`src/hw/rcl_pkg.sv`:
```
// constants and types shared by the redriver configuration loader
package rcl_pkg;

  // ==========================================================================
  // clock and timing
  localparam int CLK_MHZ       = 100;
  localparam int CLK_NS        = 10;
  localparam int T_LOW_NS      = 1900;
  localparam int T_HIGH_NS     = 1400;
  localparam int T_SU_STA_NS   = 2000;
  localparam int T_HD_STA_NS   = 1500;
  localparam int T_HD_DAT_NS   = 500;
  localparam int T_SU_STO_NS   = 1500;
  localparam int T_GLITCH_NS   = 50;
  localparam int T_EEPROM_US   = 7500;
  localparam int LOAD_CYC_DFLT = T_EEPROM_US * CLK_MHZ;

  // terminal counts of the 8-bit phase timer (nominal figures, rounded down)
  localparam logic [7:0] TC_LOW    = 8'((T_LOW_NS * CLK_MHZ) / 1000 - 1);
  localparam logic [7:0] TC_HIGH   = 8'((T_HIGH_NS * CLK_MHZ) / 1000 - 1);
  localparam logic [7:0] TC_SU_STA = 8'((T_SU_STA_NS * CLK_MHZ) / 1000 - 1);
  localparam logic [7:0] TC_HD_STA = 8'((T_HD_STA_NS * CLK_MHZ) / 1000 - 1);
  localparam logic [7:0] TC_HD_DAT = 8'((T_HD_DAT_NS * CLK_MHZ) / 1000 - 1);
  localparam logic [7:0] TC_SU_STO = 8'((T_SU_STO_NS * CLK_MHZ) / 1000 - 1);

  // a spike must be outlasted by one more cycle to be believed
  localparam int BUS_FILT_CYC = T_GLITCH_NS / CLK_NS + 1;
  localparam int PIN_FILT_CYC = 1;
  localparam logic [2:0] CAP_DLY = 3'h4;

  // ==========================================================================
  // modes and addresses
  localparam logic [1:0] MODE_PIN    = 2'h0;
  localparam logic [1:0] MODE_MASTER = 2'h1;
  localparam logic [1:0] MODE_SLAVE  = 2'h2;

  localparam logic [7:0] EE_DEV_WR   = 8'hA0;
  localparam logic [7:0] EE_DEV_RD   = 8'hA1;
  localparam logic [7:0] EE_WORD     = 8'h00;
  localparam logic [3:0] EE_STEP_WA  = 4'h1;
  localparam logic [3:0] EE_STEP_RS  = 4'h2;
  localparam logic [3:0] EE_RD_FIRST = 4'h3;
  localparam logic [3:0] EE_RD_LAST  = 4'hA;

  localparam logic [6:0] SLV_BASE    = 7'h18;

  // ==========================================================================
  // register map (byte addresses)
  localparam logic [7:0] REG_STATUS    = 8'h00;
  localparam logic [7:0] REG_BOOST_CH0 = 8'h10;
  localparam logic [7:0] REG_BOOST_CH7 = 8'h2C;
  localparam int ST_MODE_LSB  = 0;
  localparam int ST_BUSY_BIT  = 2;
  localparam int ST_OK_BIT    = 3;
  localparam int ST_FAIL_BIT  = 4;
  localparam int ST_CAP_BIT   = 5;
  localparam int ST_ADDR_LSB  = 8;

  localparam int NUM_CH = 8;

  typedef enum logic [5:0] {
    M_IDLE  = 6'h01,
    M_START = 6'h02,
    M_BIT   = 6'h04,
    M_STOP  = 6'h08,
    M_DONE  = 6'h10,
    M_FAIL  = 6'h20
  } rcl_mst_t;

endpackage
```
`src/hw/rcl_cfg_loader.sv`:
```
// configuration loader: straps, eeprom self-load master, serial slave, apb registers
//
// The APB interface to the registers and the register addresses were decided locally.
`timescale 1ns/100ps
`default_nettype none

module rcl_cfg_loader
  import rcl_pkg::*;
#(
  parameter int LOAD_CYC = LOAD_CYC_DFLT
) (
  input  wire logic        CLK_SYS_I,
  input  wire logic        RSTN_I,
  input  wire logic        PSEL_I,
  input  wire logic        PENABLE_I,
  input  wire logic        PWRITE_I,
  input  wire logic [7:0]  PADDR_I,
  input  wire logic [31:0] PWDATA_I,
  output logic      [31:0] PRDATA_O,
  output logic             PREADY_O,
  output logic             PSLVERR_O,
  input  wire logic [1:0]  MODE_LVL_I,
  input  wire logic [1:0]  BOOST_HI_GRP_A_I,
  input  wire logic [1:0]  BOOST_LO_GRP_A_I,
  input  wire logic [1:0]  BOOST_HI_GRP_B_I,
  input  wire logic [1:0]  BOOST_LO_GRP_B_I,
  input  wire logic        READ_EN_N_I,
  input  wire logic        SCL_I,
  output logic             SCL_O,
  output logic             SCL_OE_O,
  input  wire logic        SDA_I,
  output logic             SDA_O,
  output logic             SDA_OE_O,
  output logic             ALL_DONE_N_O,
  output logic             ALL_DONE_N_OE_O,
  output logic      [31:0] BOOST_STEP_O
);

  // ==========================================================================
  // input synchronisers
  logic [1:0]  bus_f;
  logic [10:0] pin_f;
  logic        scl_f;
  logic        sda_f;
  logic [1:0]  mode;
  logic        rd_en_n;
  logic [7:0]  strap_f;

  rcl_in_filter #(.W(2), .FILT(BUS_FILT_CYC), .RST_VAL(2'h3)) u_bus_filt (
    .clk_i  (CLK_SYS_I),
    .rstn_i (RSTN_I),
    .d_i    ({SCL_I, SDA_I}),
    .q_o    (bus_f)
  );

  rcl_in_filter #(.W(11), .FILT(PIN_FILT_CYC), .RST_VAL(11'h100)) u_pin_filt (
    .clk_i  (CLK_SYS_I),
    .rstn_i (RSTN_I),
    .d_i    ({MODE_LVL_I, READ_EN_N_I, BOOST_HI_GRP_A_I, BOOST_LO_GRP_A_I,
              BOOST_HI_GRP_B_I, BOOST_LO_GRP_B_I}),
    .q_o    (pin_f)
  );

  assign scl_f   = bus_f[1];
  assign sda_f   = bus_f[0];
  assign mode    = pin_f[10:9];
  assign rd_en_n = pin_f[8];
  assign strap_f = pin_f[7:0];

  // ==========================================================================
  // power-up strap capture
  logic [7:0] cap_r;
  logic [7:0] cap_nxt;
  logic [2:0] cap_cnt_r;
  logic [2:0] cap_cnt_nxt;
  logic       cap_done;
  logic [6:0] slv_addr_a;
  logic [6:0] slv_addr_b;

  assign cap_done = (cap_cnt_r == CAP_DLY);

  // straps are frozen once the synchroniser has settled after reset
  always_comb begin
    cap_nxt     = cap_r;
    cap_cnt_nxt = cap_cnt_r;
    if (!cap_done) begin
      cap_cnt_nxt = cap_cnt_r + 3'h1;
      cap_nxt     = strap_f;
    end
  end

  always_ff @(posedge CLK_SYS_I or negedge RSTN_I) begin
    if (!RSTN_I) begin
      cap_r     <= 8'h00;
      cap_cnt_r <= 3'h0;
    end else begin
      cap_r     <= cap_nxt;
      cap_cnt_r <= cap_cnt_nxt;
    end
  end

  // the group-a boost straps double as slave id straps
  assign slv_addr_a = SLV_BASE + {2'h0, cap_r[7:4], 1'b0};
  assign slv_addr_b = slv_addr_a + 7'h01;

  // ==========================================================================
  // eeprom self-load master
  rcl_mst_t    m_st_r;
  rcl_mst_t    m_st_nxt;
  logic [1:0]  m_ph_r;
  logic [1:0]  m_ph_nxt;
  logic [7:0]  m_tmr_r;
  logic [7:0]  m_tmr_nxt;
  logic [3:0]  m_bit_r;
  logic [3:0]  m_bit_nxt;
  logic [3:0]  m_step_r;
  logic [3:0]  m_step_nxt;
  logic [7:0]  m_sh_r;
  logic [7:0]  m_sh_nxt;
  logic        m_scl_low_r;
  logic        m_scl_low_nxt;
  logic        m_sda_low_r;
  logic        m_sda_low_nxt;
  logic        m_used_r;
  logic        m_used_nxt;
  logic [19:0] ld_cnt_r;
  logic [19:0] ld_cnt_nxt;
  logic        ld_due;
  logic        m_tx;
  logic        m_drv;
  logic        ee_wr;
  logic [2:0]  ee_ch;

  assign ld_due = (ld_cnt_r >= 20'(LOAD_CYC));
  assign m_tx   = (m_step_r < EE_RD_FIRST);

  always_comb begin
    m_st_nxt      = m_st_r;
    m_ph_nxt      = m_ph_r;
    m_tmr_nxt     = m_tmr_r + 8'h01;
    m_bit_nxt     = m_bit_r;
    m_step_nxt    = m_step_r;
    m_sh_nxt      = m_sh_r;
    m_scl_low_nxt = m_scl_low_r;
    m_sda_low_nxt = m_sda_low_r;
    m_used_nxt    = m_used_r;
    ld_cnt_nxt    = ld_cnt_r;
    ee_wr         = 1'b0;
    ee_ch         = 3'(m_step_r - EE_RD_FIRST);
    // address and data of a write byte, and the ack slot of a read byte; ack low except after the last byte read
    if (m_bit_r[3]) begin
      m_drv = !m_tx && (m_step_r != EE_RD_LAST);
    end else begin
      m_drv = m_tx && !m_sh_r[7];
    end
    if (!m_st_r[0] && !ld_due) begin
      ld_cnt_nxt = ld_cnt_r + 20'h00001;
    end
    unique case (m_st_r)
      M_IDLE: begin
        m_tmr_nxt = 8'h00;
        if (mode == MODE_MASTER && cap_done && !m_used_r && !rd_en_n) begin
          m_st_nxt   = M_START;
          m_ph_nxt   = 2'h0;
          m_step_nxt = 4'h0;
          m_used_nxt = 1'b1;
        end
      end
      M_START: begin
        if (m_ph_r == 2'h0) begin
          m_scl_low_nxt = 1'b1;
          m_sda_low_nxt = 1'b0;
          if (m_tmr_r == TC_LOW) begin
            m_ph_nxt  = 2'h1;
            m_tmr_nxt = 8'h00;
          end
        end else if (m_ph_r == 2'h1) begin
          m_scl_low_nxt = 1'b0;
          if (m_tmr_r == TC_SU_STA) begin
            m_ph_nxt      = 2'h2;
            m_tmr_nxt     = 8'h00;
            m_sda_low_nxt = 1'b1;
          end
        end else if (m_tmr_r == TC_HD_STA) begin
          m_st_nxt      = M_BIT;
          m_ph_nxt      = 2'h0;
          m_tmr_nxt     = 8'h00;
          m_bit_nxt     = 4'h0;
          m_scl_low_nxt = 1'b1;
          m_sh_nxt      = (m_step_r == EE_STEP_RS) ? EE_DEV_RD : EE_DEV_WR;
        end
      end
      M_BIT: begin
        if (m_ph_r == 2'h0) begin
          if (m_tmr_r == TC_HD_DAT) begin
            m_sda_low_nxt = m_drv;
          end
          if (m_tmr_r == TC_LOW) begin
            m_ph_nxt      = 2'h1;
            m_tmr_nxt     = 8'h00;
            m_scl_low_nxt = 1'b0;
          end
        end else if (m_tmr_r == TC_HIGH) begin
          m_ph_nxt      = 2'h0;
          m_tmr_nxt     = 8'h00;
          m_scl_low_nxt = 1'b1;
          if (!m_bit_r[3]) begin
            m_sh_nxt  = {m_sh_r[6:0], sda_f};
            m_bit_nxt = m_bit_r + 4'h1;
          end else if (m_tx && sda_f) begin
            m_st_nxt  = M_STOP;
            m_step_nxt = 4'hF;
          end else begin
            m_bit_nxt = 4'h0;
            ee_wr     = !m_tx;
            if (m_step_r == EE_RD_LAST) begin
              m_st_nxt = M_STOP;
            end else if (m_step_r == EE_STEP_WA) begin
              m_st_nxt   = M_START;
              m_step_nxt = EE_STEP_RS;
            end else begin
              m_step_nxt = m_step_r + 4'h1;
              m_sh_nxt   = EE_WORD;
            end
          end
        end
      end
      M_STOP: begin
        if (m_ph_r == 2'h0) begin
          if (m_tmr_r == TC_HD_DAT) begin
            m_sda_low_nxt = 1'b1;
          end
          if (m_tmr_r == TC_LOW) begin
            m_ph_nxt      = 2'h1;
            m_tmr_nxt     = 8'h00;
            m_scl_low_nxt = 1'b0;
          end
        end else if (m_tmr_r == TC_SU_STO) begin
          m_sda_low_nxt = 1'b0;
          m_st_nxt      = (m_step_r == 4'hF) ? M_FAIL : M_DONE;
        end
      end
      M_DONE, M_FAIL: begin
        m_tmr_nxt = 8'h00;
      end
      default: begin
        m_st_nxt      = M_FAIL;
        m_scl_low_nxt = 1'b0;
        m_sda_low_nxt = 1'b0;
      end
    endcase
  end

  always_ff @(posedge CLK_SYS_I or negedge RSTN_I) begin
    if (!RSTN_I) begin
      m_st_r      <= M_IDLE;
      m_ph_r      <= 2'h0;
      m_tmr_r     <= 8'h00;
      m_bit_r     <= 4'h0;
      m_step_r    <= 4'h0;
      m_sh_r      <= 8'h00;
      m_scl_low_r <= 1'b0;
      m_sda_low_r <= 1'b0;
      m_used_r    <= 1'b0;
      ld_cnt_r    <= 20'h00000;
    end else begin
      m_st_r      <= m_st_nxt;
      m_ph_r      <= m_ph_nxt;
      m_tmr_r     <= m_tmr_nxt;
      m_bit_r     <= m_bit_nxt;
      m_step_r    <= m_step_nxt;
      m_sh_r      <= m_sh_nxt;
      m_scl_low_r <= m_scl_low_nxt;
      m_sda_low_r <= m_sda_low_nxt;
      m_used_r    <= m_used_nxt;
      ld_cnt_r    <= ld_cnt_nxt;
    end
  end

  // ==========================================================================
  // serial slave, write only
  logic       scl_q_r;
  logic       sda_q_r;
  logic       s_act_r;
  logic       s_act_nxt;
  logic [3:0] s_bit_r;
  logic [3:0] s_bit_nxt;
  logic [1:0] s_byte_r;
  logic [1:0] s_byte_nxt;
  logic [7:0] s_sh_r;
  logic [7:0] s_sh_nxt;
  logic       s_grp_r;
  logic       s_grp_nxt;
  logic [1:0] s_reg_r;
  logic [1:0] s_reg_nxt;
  logic       s_ack_r;
  logic       s_ack_nxt;
  logic       s_en;
  logic       s_wr;
  logic       s_hit;

  // the slave lives in both serial modes, also while our own master runs
  assign s_en  = (mode == MODE_MASTER) || (mode == MODE_SLAVE);
  assign s_hit = !s_sh_r[0] && ((s_sh_r[7:1] == slv_addr_a) || (s_sh_r[7:1] == slv_addr_b));

  always_comb begin
    s_act_nxt  = s_act_r;
    s_bit_nxt  = s_bit_r;
    s_byte_nxt = s_byte_r;
    s_sh_nxt   = s_sh_r;
    s_grp_nxt  = s_grp_r;
    s_reg_nxt  = s_reg_r;
    s_ack_nxt  = s_ack_r;
    s_wr       = 1'b0;
    if (!s_en || (scl_f && !sda_q_r && sda_f)) begin
      s_act_nxt = 1'b0;
      s_ack_nxt = 1'b0;
    end else if (scl_q_r && scl_f && sda_q_r && !sda_f) begin
      s_act_nxt  = 1'b1;
      s_bit_nxt  = 4'h0;
      s_byte_nxt = 2'h0;
      s_ack_nxt  = 1'b0;
    end else if (s_act_r && !scl_q_r && scl_f && !s_bit_r[3]) begin
      s_sh_nxt  = {s_sh_r[6:0], sda_f};
      s_bit_nxt = s_bit_r + 4'h1;
    end else if (s_act_r && scl_q_r && !scl_f) begin
      if (s_bit_r == 4'h8) begin
        s_bit_nxt = 4'h9;
        if (s_byte_r == 2'h0) begin
          s_ack_nxt = s_hit;
          s_act_nxt = s_hit;
          s_grp_nxt = s_sh_r[1];
        end else if (s_byte_r == 2'h1) begin
          s_ack_nxt = 1'b1;
          s_reg_nxt = s_sh_r[1:0];
        end else begin
          s_ack_nxt = 1'b1;
          s_wr      = 1'b1;
          s_reg_nxt = s_reg_r + 2'h1;
        end
      end else if (s_bit_r == 4'h9) begin
        s_ack_nxt = 1'b0;
        s_bit_nxt = 4'h0;
        if (s_byte_r != 2'h2) begin
          s_byte_nxt = s_byte_r + 2'h1;
        end
      end
    end
  end

  always_ff @(posedge CLK_SYS_I or negedge RSTN_I) begin
    if (!RSTN_I) begin
      scl_q_r  <= 1'b1;
      sda_q_r  <= 1'b1;
      s_act_r  <= 1'b0;
      s_bit_r  <= 4'h0;
      s_byte_r <= 2'h0;
      s_sh_r   <= 8'h00;
      s_grp_r  <= 1'b0;
      s_reg_r  <= 2'h0;
      s_ack_r  <= 1'b0;
    end else begin
      scl_q_r  <= scl_f;
      sda_q_r  <= sda_f;
      s_act_r  <= s_act_nxt;
      s_bit_r  <= s_bit_nxt;
      s_byte_r <= s_byte_nxt;
      s_sh_r   <= s_sh_nxt;
      s_grp_r  <= s_grp_nxt;
      s_reg_r  <= s_reg_nxt;
      s_ack_r  <= s_ack_nxt;
    end
  end

  // ==========================================================================
  // channel settings and apb registers
  logic [3:0]  boost_r   [NUM_CH];
  logic [3:0]  boost_nxt [NUM_CH];
  logic [31:0] boost_out_nxt;
  logic [31:0] boost_out_r;
  logic [31:0] prdata_r;
  logic [31:0] rd_val;
  logic        a_boost;
  logic        a_ok;
  logic [2:0]  a_idx;
  logic        a_wr;

  assign a_boost = (PADDR_I >= REG_BOOST_CH0) && (PADDR_I <= REG_BOOST_CH7) && (PADDR_I[1:0] == 2'h0);
  assign a_ok    = a_boost || (PADDR_I == REG_STATUS);
  assign a_idx   = 3'(PADDR_I[5:2] - REG_BOOST_CH0[5:2]);
  assign a_wr    = PSEL_I && PENABLE_I && PWRITE_I && a_boost;

  always_comb begin
    rd_val = 32'h0000_0000;
    if (a_boost) begin
      rd_val[3:0] = boost_r[a_idx];
    end else if (PADDR_I == REG_STATUS) begin
      rd_val[ST_MODE_LSB +: 2] = mode;
      rd_val[ST_BUSY_BIT]      = !(m_st_r[0] || m_st_r[4] || m_st_r[5]);
      rd_val[ST_OK_BIT]        = m_st_r[4];
      rd_val[ST_FAIL_BIT]      = m_st_r[5];
      rd_val[ST_CAP_BIT]       = cap_done;
      rd_val[ST_ADDR_LSB +: 7] = slv_addr_a;
    end
  end

  // one register per channel; the writer that lands last in a cycle is the serial slave
  genvar gc;
  generate
    for (gc = 0; gc < NUM_CH; gc++) begin : g_ch
      always_comb begin
        boost_nxt[gc] = boost_r[gc];
        if (a_wr && a_idx == 3'(gc)) begin
          boost_nxt[gc] = PWDATA_I[3:0];
        end
        if (ee_wr && ee_ch == 3'(gc)) begin
          boost_nxt[gc] = m_sh_r[3:0];
        end
        if (s_wr && {s_grp_r, s_reg_r} == 3'(gc)) begin
          boost_nxt[gc] = s_sh_r[3:0];
        end
        // pin mode ignores the stored value and uses the group's strap pair
        if (mode == MODE_PIN) begin
          boost_out_nxt[gc*4 +: 4] = (gc < 4) ? cap_r[7:4] : cap_r[3:0];
        end else begin
          boost_out_nxt[gc*4 +: 4] = boost_r[gc];
        end
      end

      always_ff @(posedge CLK_SYS_I or negedge RSTN_I) begin
        if (!RSTN_I) begin
          boost_r[gc] <= 4'h0;
        end else begin
          boost_r[gc] <= boost_nxt[gc];
        end
      end
    end
  endgenerate

  always_ff @(posedge CLK_SYS_I or negedge RSTN_I) begin
    if (!RSTN_I) begin
      boost_out_r <= 32'h0000_0000;
      prdata_r    <= 32'h0000_0000;
    end else begin
      boost_out_r <= boost_out_nxt;
      prdata_r    <= (PSEL_I && !PENABLE_I) ? rd_val : prdata_r;
    end
  end

  // ==========================================================================
  // outputs
  assign PRDATA_O        = prdata_r;
  assign PREADY_O        = 1'b1;
  assign PSLVERR_O       = PSEL_I && PENABLE_I && !a_ok;
  assign BOOST_STEP_O    = boost_out_r;
  assign SCL_O           = 1'b0;
  assign SCL_OE_O        = m_scl_low_r;
  assign SDA_O           = 1'b0;
  assign SDA_OE_O        = m_sda_low_r || s_ack_r;
  assign ALL_DONE_N_O    = 1'b0;
  // released unless the read finished cleanly, the load time has run out and the mode is master
  assign ALL_DONE_N_OE_O = m_st_r[4] && ld_due && (mode == MODE_MASTER);

endmodule // rcl_cfg_loader

`default_nettype wire

```
`src/hw/rcl_in_filter.sv`:
```
// two-flop synchroniser followed by a per-bit stability filter
`timescale 1ns/100ps
`default_nettype none

module rcl_in_filter #(
  parameter int           W       = 1,
  parameter int           FILT    = 1,
  parameter logic [W-1:0] RST_VAL = '0
) (
  input  wire logic         clk_i,
  input  wire logic         rstn_i,
  input  wire logic [W-1:0] d_i,
  output logic      [W-1:0] q_o
);

  // ==========================================================================
  // per-bit chain
  genvar gi;
  generate
    for (gi = 0; gi < W; gi++) begin : g_bit
      logic       s1_r;
      logic       s2_r;
      logic       q_r;
      logic       q_nxt;
      logic [3:0] cnt_r;
      logic [3:0] cnt_nxt;

      // a change is taken only after it has stood FILT cycles in a row
      always_comb begin
        cnt_nxt = 4'h0;
        q_nxt   = q_r;
        if (s2_r != q_r) begin
          if (cnt_r == 4'(FILT - 1)) begin
            q_nxt = s2_r;
          end else begin
            cnt_nxt = cnt_r + 4'h1;
          end
        end
      end

      always_ff @(posedge clk_i or negedge rstn_i) begin
        if (!rstn_i) begin
          s1_r  <= RST_VAL[gi];
          s2_r  <= RST_VAL[gi];
          q_r   <= RST_VAL[gi];
          cnt_r <= 4'h0;
        end else begin
          s1_r  <= d_i[gi];
          s2_r  <= s1_r;
          q_r   <= q_nxt;
          cnt_r <= cnt_nxt;
        end
      end

      assign q_o[gi] = q_r;
    end
  endgenerate

endmodule // rcl_in_filter

`default_nettype wire

```
`config.mk`:
```
export PLATFORM = sky130hd
export DESIGN_NAME = rcl_cfg_loader
export DESIGN_NICKNAME = d
export VERILOG_FILES = /design/src/hw/rcl_pkg.sv /design/src/hw/rcl_cfg_loader.sv /design/src/hw/rcl_in_filter.sv
export SDC_FILE = /design/constraint.sdc
export NUM_CORES = 1
export LEC_CHECK = 0
export ABC_AREA = 0
export BUFFER_PORTS_ARGS = -buffer_cell sky130_fd_sc_hd__buf_2
export CAP_MARGIN = 30
export CORE_UTILIZATION = 55
export CTS_BUF_LIST = sky130_fd_sc_hd__clkbuf_2
export CTS_CLUSTER_DIAMETER = 150
export DETAILED_ROUTE_END_ITERATION = 6
export PLACE_DENSITY = 0.81
export SYNTH_ARGS = -nofsm -noshare
export SYNTH_HDL_FRONTEND = slang
export SYNTH_SLANG_ARGS = --single-unit
export TNS_END_PERCENT = 50
```
`constraint.sdc`:
```
create_clock -name CLK_SYS_I -period 3.2 [get_ports CLK_SYS_I]
set_input_delay 0.16 -clock CLK_SYS_I [delete_from_list [all_inputs] [get_ports CLK_SYS_I]]
set_output_delay 0.16 -clock CLK_SYS_I [all_outputs]
set_load 0.02 [all_outputs]
```
==> flow_metrics.env, run 1 <==
export IMPL_status="completed"
export IMPL_netlist_top_cells_area="dfrtp_1, ha_1, mux2i_1"
export IMPL_ff2ff_path_depth=8
export IMPL_cts_setup_buffers=0
export IMPL_fp_dieH_um=154
export IMPL_rsz0062_at_grt="false"
export IMPL_timing_critical_path_required_ps=3040
export IMPL_fin_tns_setup_ps=0
export IMPL_drc=0
export IMPL_drtIter0Drc=879
export IMPL_synth_area_sq_um=12800
export IMPL_die_w_um=154
export IMPL_min_from="PSEL_I"
export IMPL_worstSetupEndpointType="output pin"
export IMPL_vias=9762
export IMPL_io_pins=130
export IMPL_r2r_start="u_pin_filt.g_bit[9].q_r$_DFFE_PN0P_"
export IMPL_min_path_type="in2reg"
export IMPL_cap_violations=0
export IMPL_wl_per_cell_um=16.8
export IMPL_rrSetupSlack_ps=520
export IMPL_ys_async_sr_fraction=1.00
export IMPL_synthDominantCellAreaShare=0.472
export IMPL_synth_edf_count=0
export IMPL_max_stage_delay_ps=630
export IMPL_vdd_ir_drop_max_uv=264
export IMPL_rows=55
export IMPL_antenna_found_initial=1
export IMPL_startpoint_type="input pin"
export IMPL_p_per_area_nw_per_um2=426
export IMPL_period_needed_ps=3080
export IMPL_clkTransAtPathRegs_ps=100
export IMPL_clock_root_buffer="clkbuf_2"
export IMPL_worst_pin_slew_ps=1000
export IMPL_synth_ff_type="dfrtp_1"
export IMPL_finalPower_mw=6.10
export IMPL_hold_ws_ps=110
export IMPL_cts_hold_buf=40
export IMPL_drive_gt1_frac=0.186
export IMPL_final_nets=1493
export IMPL_cts_buffers=67
export IMPL_crit_fanout=5
export IMPL_r2r_end="boost_r[22]$_DFFE_PN0P_"
export IMPL_grt_start_max_net_pins=86
export IMPL_clock_sinks=253
export IMPL_htree_levels=3
export IMPL_final_cell_area_sq_um=14300
export IMPL_yosysWarnings=0
export IMPL_power_leakage_nw=6.59
export IMPL_arrival_ps=2920
export IMPL_post_synth_top_area_cell="dfrtp_1"
export IMPL_clk_path_buf_depth=3
export IMPL_syn_inst=1236
export IMPL_crit_end="PSLVERR_O"
export IMPL_clock_latency_ps=830
export IMPL_setup_violations=0
export IMPL_wirelength_mm=28.8
export IMPL_drtAntennaViolNets=0
export IMPL_place_congestion=0.917
export IMPL_max_freq_mhz=325
export IMPL_grt_usage=0.249
export IMPL_areaGrowthSynthToFinish_pct=12.2
export IMPL_grt_pass1_wl_mm=47.4
export IMPL_skew_ps=76.0
export IMPL_port_buffers=76
export IMPL_dr_pass1_iters=5
export IMPL_dieArea_sq_um=23800
export IMPL_cts_tree="done"
export IMPL_dpl_hpwl_mm=19.5
export IMPL_critical_path_slowest_cell="dlygate4sd3_1"
export IMPL_start_util=0.562
export IMPL_crit_start="PADDR_I[7]"
export IMPL_report_final_slew_viol_count=0
export IMPL_synth_seq_cells=253
export IMPL_hold_viol_final=0
export IMPL_avgViaCountPerCell=5.68
export IMPL_coreArea_sq_um=22700
export IMPL_grt_pass1_vias=9809
export IMPL_finalCritPeriodShare=0.961
export IMPL_critPathKind="in2out"
export IMPL_overflow=0
export IMPL_synth_distinct_cells=79
export IMPL_postPlaceCellArea_sq_um=13300
export IMPL_avgSynthCellArea_sq_um=10.3
export IMPL_ys_seq_area_frac=0.497
export IMPL_cts_resized=0
export IMPL_crit_chain="dlygate4sd3_1, buf_2, or4_1, dlygate4sd3_1, or3_1, and4_1, buf_2"
export IMPL_slew_headroom=0.328
-- synthesized netlist by cell type, types with 19 or more instances --
| cell | count |
|---|---|
| xnor2_1 | 35 |
| mux2_2 | 19 |
| ha_1 | 50 |
| clkbuf_1 | 27 |
| nand2_1 | 99 |
| buf_4 | 25 |
| inv_1 | 90 |
| a22oi_1 | 22 |
| xor2_1 | 24 |
| a21oi_1 | 32 |
| nand3_1 | 41 |
| mux2i_1 | 42 |
| nor2_1 | 88 |
| o21ai_0 | 82 |
| nor3_1 | 31 |
| nand2b_1 | 22 |
| dfrtp_1 | 241 |
-- cells by family after synthesis --
family                   count (synthesis)  share of synthesized area
flip-flops                             253                      0.497
XOR/XNOR                                59                     0.0405
buffers and inverters                  160                     0.0563
AO/OA/AOI/OAI                          219                      0.109
adder cells (fa/ha/maj)                 50                     0.0490
AND/OR/NAND/NOR                        422                      0.182
multiplexers                            71                     0.0656
other                                    2                   0.000588
-- stage by stage --
stage / std cells / util / setup slack [ps]
finish: 1720 / 0.631 / 124
global route: 1720 / 0.631 / 89.0
CTS: 1718 / 0.630 / 164
detailed placement: 1561 / 0.587 / 623
global placement: 1561 / 0.587 / 670
floorplan: 1259 / - / 898
-- report_power, final --
| part | internal (mW) | switching (mW) | total, mW |
|---|---|---|---|
| registers | 3.32 | 0.0996 | 3.42 |
| clock network | 0.785 | 1.35 | 2.13 |
| logic | 0.210 | 0.331 | 0.541 |
-- area by class of cell --
| type | count | area, sq um |
|---|---|---|
| Antenna cell | 2 | 5.00 |
| Clock buffer | 92 | 460 |
| Clock inverter | 25 | 110 |
| Fill cell | 1810 | 8390 |
| Inverter | 90 | 338 |
| Multi-Input combinational cell | 846 | 5790 |
| Sequential cell | 253 | 6350 |
| Tap cell | 285 | 357 |
| Timing Repair Buffer | 127 | 916 |
-- worst max-delay path: cells and delay by family --
kind | cells | cell delay (ps)
and+or+nand+nor | 3 | 1310
buffers and inverters | 4 | 1440
-- metal layers --
metal,share of wire,vias to the layer above,routed length [um],GRT usage
met5,0,-,0,0
met1,0.42,4697,12200,0.321
met2,0.48,381,13700,0.403
li1,-,4607,-,-
met4,0.030,0,869,0.107
met3,0.071,77,2030,0.0594
-- registers in the layout, indices dropped and copies added, names as in the netlist, 11 cells and up --
name / cells
ld_cnt_r: 20
PRDATA_O: 11
u_pin_filt.g_bit.s2_r: 11
BOOST_STEP_O: 32
boost_r: 32
u_pin_filt.g_bit.s1_r: 11
u_pin_filt.g_bit.cnt_r: 44
u_pin_filt.g_bit.q_r: 11
-- cell usage in the layout (no fill, tap or decap), types with 39 or more instances in the layout --
master           n
buf_2           75
dfrtp_1        241
nor2_1          88
inv_1           90
nand3_1         41
o21ai_0         82
ha_1            50
dlygate4sd3_1   39
mux2i_1         42
clkbuf_2        92
nand2_1         99
-- worst min-delay path by stage --
stage / to / slack (ps) / depth (start not counted)
after floorplan: BOOST_STEP_O[0]$_DFF_PN0_ / -140 / 0
after global placement: u_pin_filt.g_bit[0].cnt_r[3]$_DFF_PN0_ / 250 / 1
after detailed placement: u_pin_filt.g_bit[0].cnt_r[2]$_DFF_PN0_ / 260 / 1
after CTS: PRDATA_O[2]$_DFFE_PN0P_ / 40 / 4
after global routing: PRDATA_O[10]$_DFFE_PN0P_ / 150 / 4
final: PRDATA_O[11]$_DFFE_PN0P_ / 110 / 4
Note: power is estimated with default switching activity, not from simulation.
==> run 2: changes to the inputs <==
- PLACE_DENSITY: 0.81 -> 0.84
- SYNTH_HIERARCHICAL: unset -> 1
- clock period: 3.2 -> 2.6 ns (I/O delays scaled with it)
==> flow_metrics.env, run 2 <==
export IMPL_synth_area_sq_um=13300
export IMPL_drc=0
export IMPL_yosysWarnings=6
export IMPL_crit_start="ld_cnt_r[9]$_DFFE_PN0P_"
export IMPL_crit_fanout=14
export IMPL_clk_path_buf_depth=3
export IMPL_synth_edf_count=0
export IMPL_fill_cells=1818
export IMPL_skew_ps=126
export IMPL_power_leakage_nw=7.00
export IMPL_worst_pin_slew_ps=767
export IMPL_netlist_top_cells_area="dfrtp_1, mux2i_1, ha_1"
export IMPL_finalCritPeriodShare=0.980
export IMPL_synth_seq_cells=253
export IMPL_clock_sinks=253
export IMPL_clock_root_buffer="clkbuf_2"
export IMPL_min_path_type="in2reg"
export IMPL_yosys_cell_count_top_type="dfrtp_1"
export IMPL_r2r_end="boost_r[29]$_DFFE_PN0P_"
export IMPL_grt_pass1_wl_mm=47.5
export IMPL_clkTransAtPathRegs_ps=100
export IMPL_r2r_start="s_bit_r[0]$_DFFE_PN0P_"
export IMPL_min_to="PRDATA_O[9]$_DFFE_PN0P_"
export IMPL_start_util=0.563
export IMPL_mostFrequentLayoutCells="dfrtp_1, clkbuf_2, inv_1, buf_2, o21ai_0"
export IMPL_place_ws_ps=58.4
export IMPL_netlist_top_cells_count="dfrtp_1, inv_1, o21ai_0"
export IMPL_cts_buffers=66
export IMPL_ys_async_sr_fraction=1.00
export IMPL_drtIter0Drc=634
export IMPL_avgViaCountPerCell=5.55
export IMPL_status="completed"
export IMPL_synth_distinct_cells=75
export IMPL_antennaDiodeCount=0
export IMPL_p_per_area_nw_per_um2=518
export IMPL_timing_critical_path_required_ps=2470
export IMPL_ff2ff_path_depth=8
export IMPL_wl_per_cell_um=16.4
export IMPL_hold_depth=6
export IMPL_coreArea_sq_um=23500
export IMPL_hold_viol_final=0
export IMPL_finalPower_mw=7.82
export IMPL_worstSetupEndpointType="output pin"
export IMPL_wirelength_mm=28.8
export IMPL_cap_violations=0
export IMPL_hold_ws_ps=35.4
export IMPL_final_nets=1503
export IMPL_drtAntennaViolNets=0
export IMPL_dr_pass1_iters=5
export IMPL_grt_usage=0.243
export IMPL_areaGrowthSynthToFinish_pct=13.9
export IMPL_vias=9776
export IMPL_critPathKind="reg2out"
export IMPL_die_w_um=157
export IMPL_port_buffers=76
export IMPL_grt_pass1_vias=9747
export IMPL_largest_reg_flops=44
export IMPL_overflow=0
export IMPL_slew_headroom=0.489
export IMPL_syn_inst=1230
export IMPL_rrSetupSlack_ps=150
export IMPL_rows=56
export IMPL_drive_gt1_frac=0.244
export IMPL_top_register="u_pin_filt/g_bit.cnt_r"
export IMPL_period_needed_ps=2550
export IMPL_arrival_ps=2420
export IMPL_synthDominantCellAreaShare=0.455
export IMPL_grt_start_max_net_pins=89
export IMPL_min_from="PADDR_I[6]"
export IMPL_antenna_found_initial=0
export IMPL_startpoint_type="flop"
export IMPL_max_freq_mhz=393
export IMPL_place_congestion=0.870
export IMPL_post_synth_top_area_cell="dfrtp_1"
export IMPL_cts_tree="done"
export IMPL_setup_violations=0
export IMPL_dieArea_sq_um=24700
export IMPL_dpl_hpwl_mm=20.2
export IMPL_io_pins=130
export IMPL_report_final_slew_viol_count=0
export IMPL_avgSynthCellArea_sq_um=10.8
export IMPL_instances_no_fill=1761
export IMPL_synth_ff_type="dfrtp_1"
export IMPL_rsz0062_at_grt="true"
export IMPL_clock_latency_ps=840
export IMPL_htree_levels=3
export IMPL_dpl_cell_count=1603
export IMPL_fin_ws_ps=53.3
export IMPL_final_common_cell="dfrtp_1"
export IMPL_vdd_ir_drop_max_uv=272
export IMPL_fp_dieH_um=157
export IMPL_ys_seq_area_frac=0.479
[run 2: cell count changes after synthesis, moves of 9 or more]
cell | before | now
buf_4 | 25 | 39
mux2_4 | 0 | 15
mux2_2 | 19 | 51
o21ai_0 | 82 | 70
mux2i_1 | 42 | 66
a22oi_1 | 22 | 0
nor2_2 | 2 | 11
nor2_1 | 88 | 63
clkbuf_1 | 27 | 43
nand2_1 | 99 | 63
nand2b_4 | 0 | 11
nor4_1 | 9 | 23
[run 2: worst max-delay path by stage]
stage,to,depth (start not counted)
4_1_cts,ALL_DONE_N_OE_O,6
5_1_grt,ALL_DONE_N_OE_O,6
3_5_place_dp,m_sh_r[2]$_DFFE_PN0P_,6
3_3_place_gp,m_sh_r[2]$_DFFE_PN0P_,6
6_report,ALL_DONE_N_OE_O,6
2_1_floorplan,boost_r[20]$_DFFE_PN0P_,7
[run 2: logic make-up (layout without fill, tap and decap cells)]
group           after synthesis  in the layout  synth area share
fa+ha+maj                    51             51            0.0481
mux                         140            140             0.124
flops                       253            253             0.479
compound gates              183            183            0.0882
xor+xnor                     60             60            0.0396
buf+inv                     176            365            0.0616
other cells                   2             25          0.000566
simple gates                365            365             0.159
[run 2: worst max-delay path, cell delays in order, from the launching register on]
cell and delay, ps:
dfrtp_1 430, nor3_1 180, o21ai_0 130, a311oi_1 350, buf_4 260, nor3_1 70
buf_2 180
[run 2: metal layers]
| metal | wire length (um) | GRT usage | up-vias |
|---|---|---|---|
| met3 | 1470 | 0.0452 | 79 |
| met5 | 0 | 0 | - |
| met1 | 12500 | 0.311 | 4782 |
| met2 | 13900 | 0.402 | 309 |
| met4 | 995 | 0.108 | 0 |
| li1 | - | - | 4606 |
[run 2: layout make-up]
cell class / instances / area (sq um) / share of cell area
clock buffer: 97 / 485 / 0.0322
clock inverter: 19 / 160 / 0.0106
inverter: 85 / 319 / 0.0211
multi-input combinational: 824 / 6190 / 0.410
sequential: 253 / 6350 / 0.420
tap: 319 / 399 / 0.0264
timing repair buffer: 164 / 1190 / 0.0791
[run 2: through the flow]
step / utilization / cell area (sq um) / setup TNS, ps
2_1_floorplan: - / 13300 / 0
3_3_place_gp: 0.595 / 14000 / 0
3_5_place_dp: 0.595 / 14000 / 0
4_1_cts: 0.641 / 15100 / 0
5_1_grt: 0.641 / 15100 / -74.3
6_report: 0.641 / 15100 / 0
[run 2: power by group]
group	switching (mW)	total [mW]	internal (mW)
registers	0.114	4.21	4.09
clock network	1.65	2.94	1.30
logic	0.398	0.670	0.273
[run 2: timing repair]
item	in CTS	in global routing
hold buffers	41	0
endpoints found under the setup margin	0	13
buffers inserted	0	2
hold endpoints to repair	306	0
gates resized for setup	0	3
==> run 3: changes to the inputs <==
- CAP_MARGIN: 30 -> 5
- CORE_MARGIN: unset -> 10
==> flow_metrics.env, run 3 (same netlist as run 2, synthesis figures left out) <==
export IMPL_p_sw_frac=0.278
export IMPL_min_to="PRDATA_O[2]$_DFFE_PN0P_"
export IMPL_grt_pass1_wl_mm=50.5
export IMPL_drtIter0Drc=804
export IMPL_power_frac_seq=0.544
export IMPL_worstSetupEndpointType="flop"
export IMPL_place_congestion=0.881
export IMPL_avgViaCountPerCell=5.63
export IMPL_arrival_ps=3160
export IMPL_crit_buf_inv=2
export IMPL_overflow=0
export IMPL_report_final_slew_viol_count=0
export IMPL_largest_reg_flops=44
export IMPL_fill_cells=1849
export IMPL_startpoint_type="flop"
export IMPL_power_leakage_nw=7.03
export IMPL_dpl_hpwl_mm=21.4
export IMPL_rsz0062_at_grt="true"
export IMPL_drtAntennaViolNets=0
export IMPL_clk_path_buf_depth=3
export IMPL_clkTransAtPathRegs_ps=110
export IMPL_crit_path_frequent_cell="buf_4"
export IMPL_drc=0
export IMPL_skew_ps=101
export IMPL_fin_ws_ps=124
export IMPL_crit_fanout=15
export IMPL_timing_critical_path_required_ps=3280
export IMPL_r2r_start="m_tmr_r[2]$_DFF_PN0_"
export IMPL_fp_dieH_um=175
export IMPL_port_buffers=76
export IMPL_drive_gt1_frac=0.249
export IMPL_rrSetupSlack_ps=120
export IMPL_switchingPower_mw=2.15
export IMPL_final_cell_area_sq_um=15100
export IMPL_crit_family="simple AND/OR/NAND/NOR gates"
export IMPL_coreArea_sq_um=23600
export IMPL_finalCritPeriodShare=0.952
export IMPL_vias=9948
export IMPL_dr_pass1_iters=5
export IMPL_p_per_area_nw_per_um2=511
export IMPL_critical_path_slowest_cell="nor4bb_1"
export IMPL_clock_sinks=253
export IMPL_clock_root_buffer="clkbuf_2"
export IMPL_place_ws_ps=38.7
export IMPL_die_w_um=175
export IMPL_top_register="u_pin_filt/g_bit.cnt_r"
export IMPL_crit_chain="nor4bb_1, nand4_1, buf_4, or3_1, buf_4, mux2i_1, mux2_2"
export IMPL_fin_tns_setup_ps=0
export IMPL_vdd_ir_drop_max_uv=346
export IMPL_wirelength_mm=30.1
export IMPL_antenna_found_initial=1
export IMPL_worst_pin_slew_ps=815
export IMPL_critPathKind="reg2reg"
export IMPL_ff2ff_path_depth=7
export IMPL_hold_viol_final=0
export IMPL_rows=56
export IMPL_cts_tree="done"
export IMPL_io_pins=130
export IMPL_cts_buffers=67
export IMPL_grt_usage=0.196
export IMPL_dieArea_sq_um=30700
export IMPL_pwr_share_clk=0.368
export IMPL_grt_pass1_vias=10216
export IMPL_grt_start_max_net_pins=62
export IMPL_max_stage_delay_ps=530
export IMPL_final_common_cell="dfrtp_1"
export IMPL_clock_latency_ps=850
export IMPL_combPwrFrac=0.087
export IMPL_hold_depth=6
export IMPL_crit_start="m_tmr_r[2]$_DFF_PN0_"
export IMPL_areaGrowthSynthToFinish_pct=14.3
export IMPL_layout_core_utilization=0.642
export IMPL_start_util=0.561
export IMPL_mostFrequentLayoutCells="dfrtp_1, clkbuf_2, inv_1, buf_2, o21ai_0"
export IMPL_period_needed_ps=2480
export IMPL_final_nets=1509
export IMPL_min_from="PADDR_I[7]"
export IMPL_hold_ws_ps=67.6
export IMPL_setup_violations=0
export IMPL_htree_levels=3
export IMPL_status="completed"
export IMPL_wl_per_cell_um=17.0
export IMPL_slew_headroom=0.457
export IMPL_p_int_mw=5.59
export IMPL_postPlaceCellArea_sq_um=14000
export IMPL_r2r_end="boost_r[13]$_DFFE_PN0P_"
export IMPL_max_freq_mhz=404
export IMPL_cap_violations=0
export IMPL_min_path_type="in2reg"
run 3: changes by cell type in the layout (fill, tap and decap cells not counted), moves of 2 or more:
cell / change
inv_2: +2
clkbuf_2: +2
clkinv_1: -2
buf_4: +5
run 3: per-layer routing:
metal | track usage | vias up | part of all wire
li1 | - | 4627 | -
met5 | 0 | - | 0
met2 | 0.326 | 368 | 0.49
met3 | 0.0444 | 77 | 0.072
met4 | 0.0823 | 0 | 0.029
met1 | 0.243 | 4876 | 0.41
run 3: cell type report:
cell class	count	area, sq um	area share
Sequential cell	253	6350	0.419
Multi-Input combinational cell	824	6220	0.411
Timing Repair Buffer	169	1230	0.0813
Clock buffer	99	495	0.0327
Tap cell	319	399	0.0263
Inverter	85	319	0.0211
Clock inverter	18	130	0.00859
Antenna cell	1	2.50	0.000165
run 3: power by group through the flow:
stage                     registers [mW]  clock network (mW)  logic, mW
after floorplan                     4.29                   0      0.406
after global placement              4.28                   0      0.604
after detailed placement            4.29                   0      0.629
after CTS                           4.21                2.95      0.680
after global routing                4.23                3.17      0.760
final                               4.21                2.85      0.675
run 3: repair_timing:
action	CTS	global route
buffers inserted	2	0
hold buffers	40	0
hold endpoints to repair	309	0
endpoints found under the setup margin	2	15
pin swaps	1	2
gates resized for setup	1	6
run 3: how the worst max path moves through the flow:
stage / endpoint / cells past startpoint
after CTS: ALL_DONE_N_OE_O / 6
after detailed placement: m_sh_r[2]$_DFFE_PN0P_ / 6
after global routing: ALL_DONE_N_OE_O / 6
after floorplan: boost_r[20]$_DFFE_PN0P_ / 7
final: boost_r[13]$_DFFE_PN0P_ / 7
after global placement: m_sh_r[2]$_DFFE_PN0P_ / 6
run 3: metrics by stage:
step                instances  power (mW)
floorplan                1253        4.70
global placement         1608        4.88
detailed placement       1608        4.92
CTS                      1767        7.84
global route             1768        8.16
finish                   1768        7.74
run 3: tightest hold or removal path, cell delays in order:
cell	delay (ps)
buf_2	80
or4_4	160
nor2_1	60
buf_4	140
a21oi_1	170
o21ai_0	100
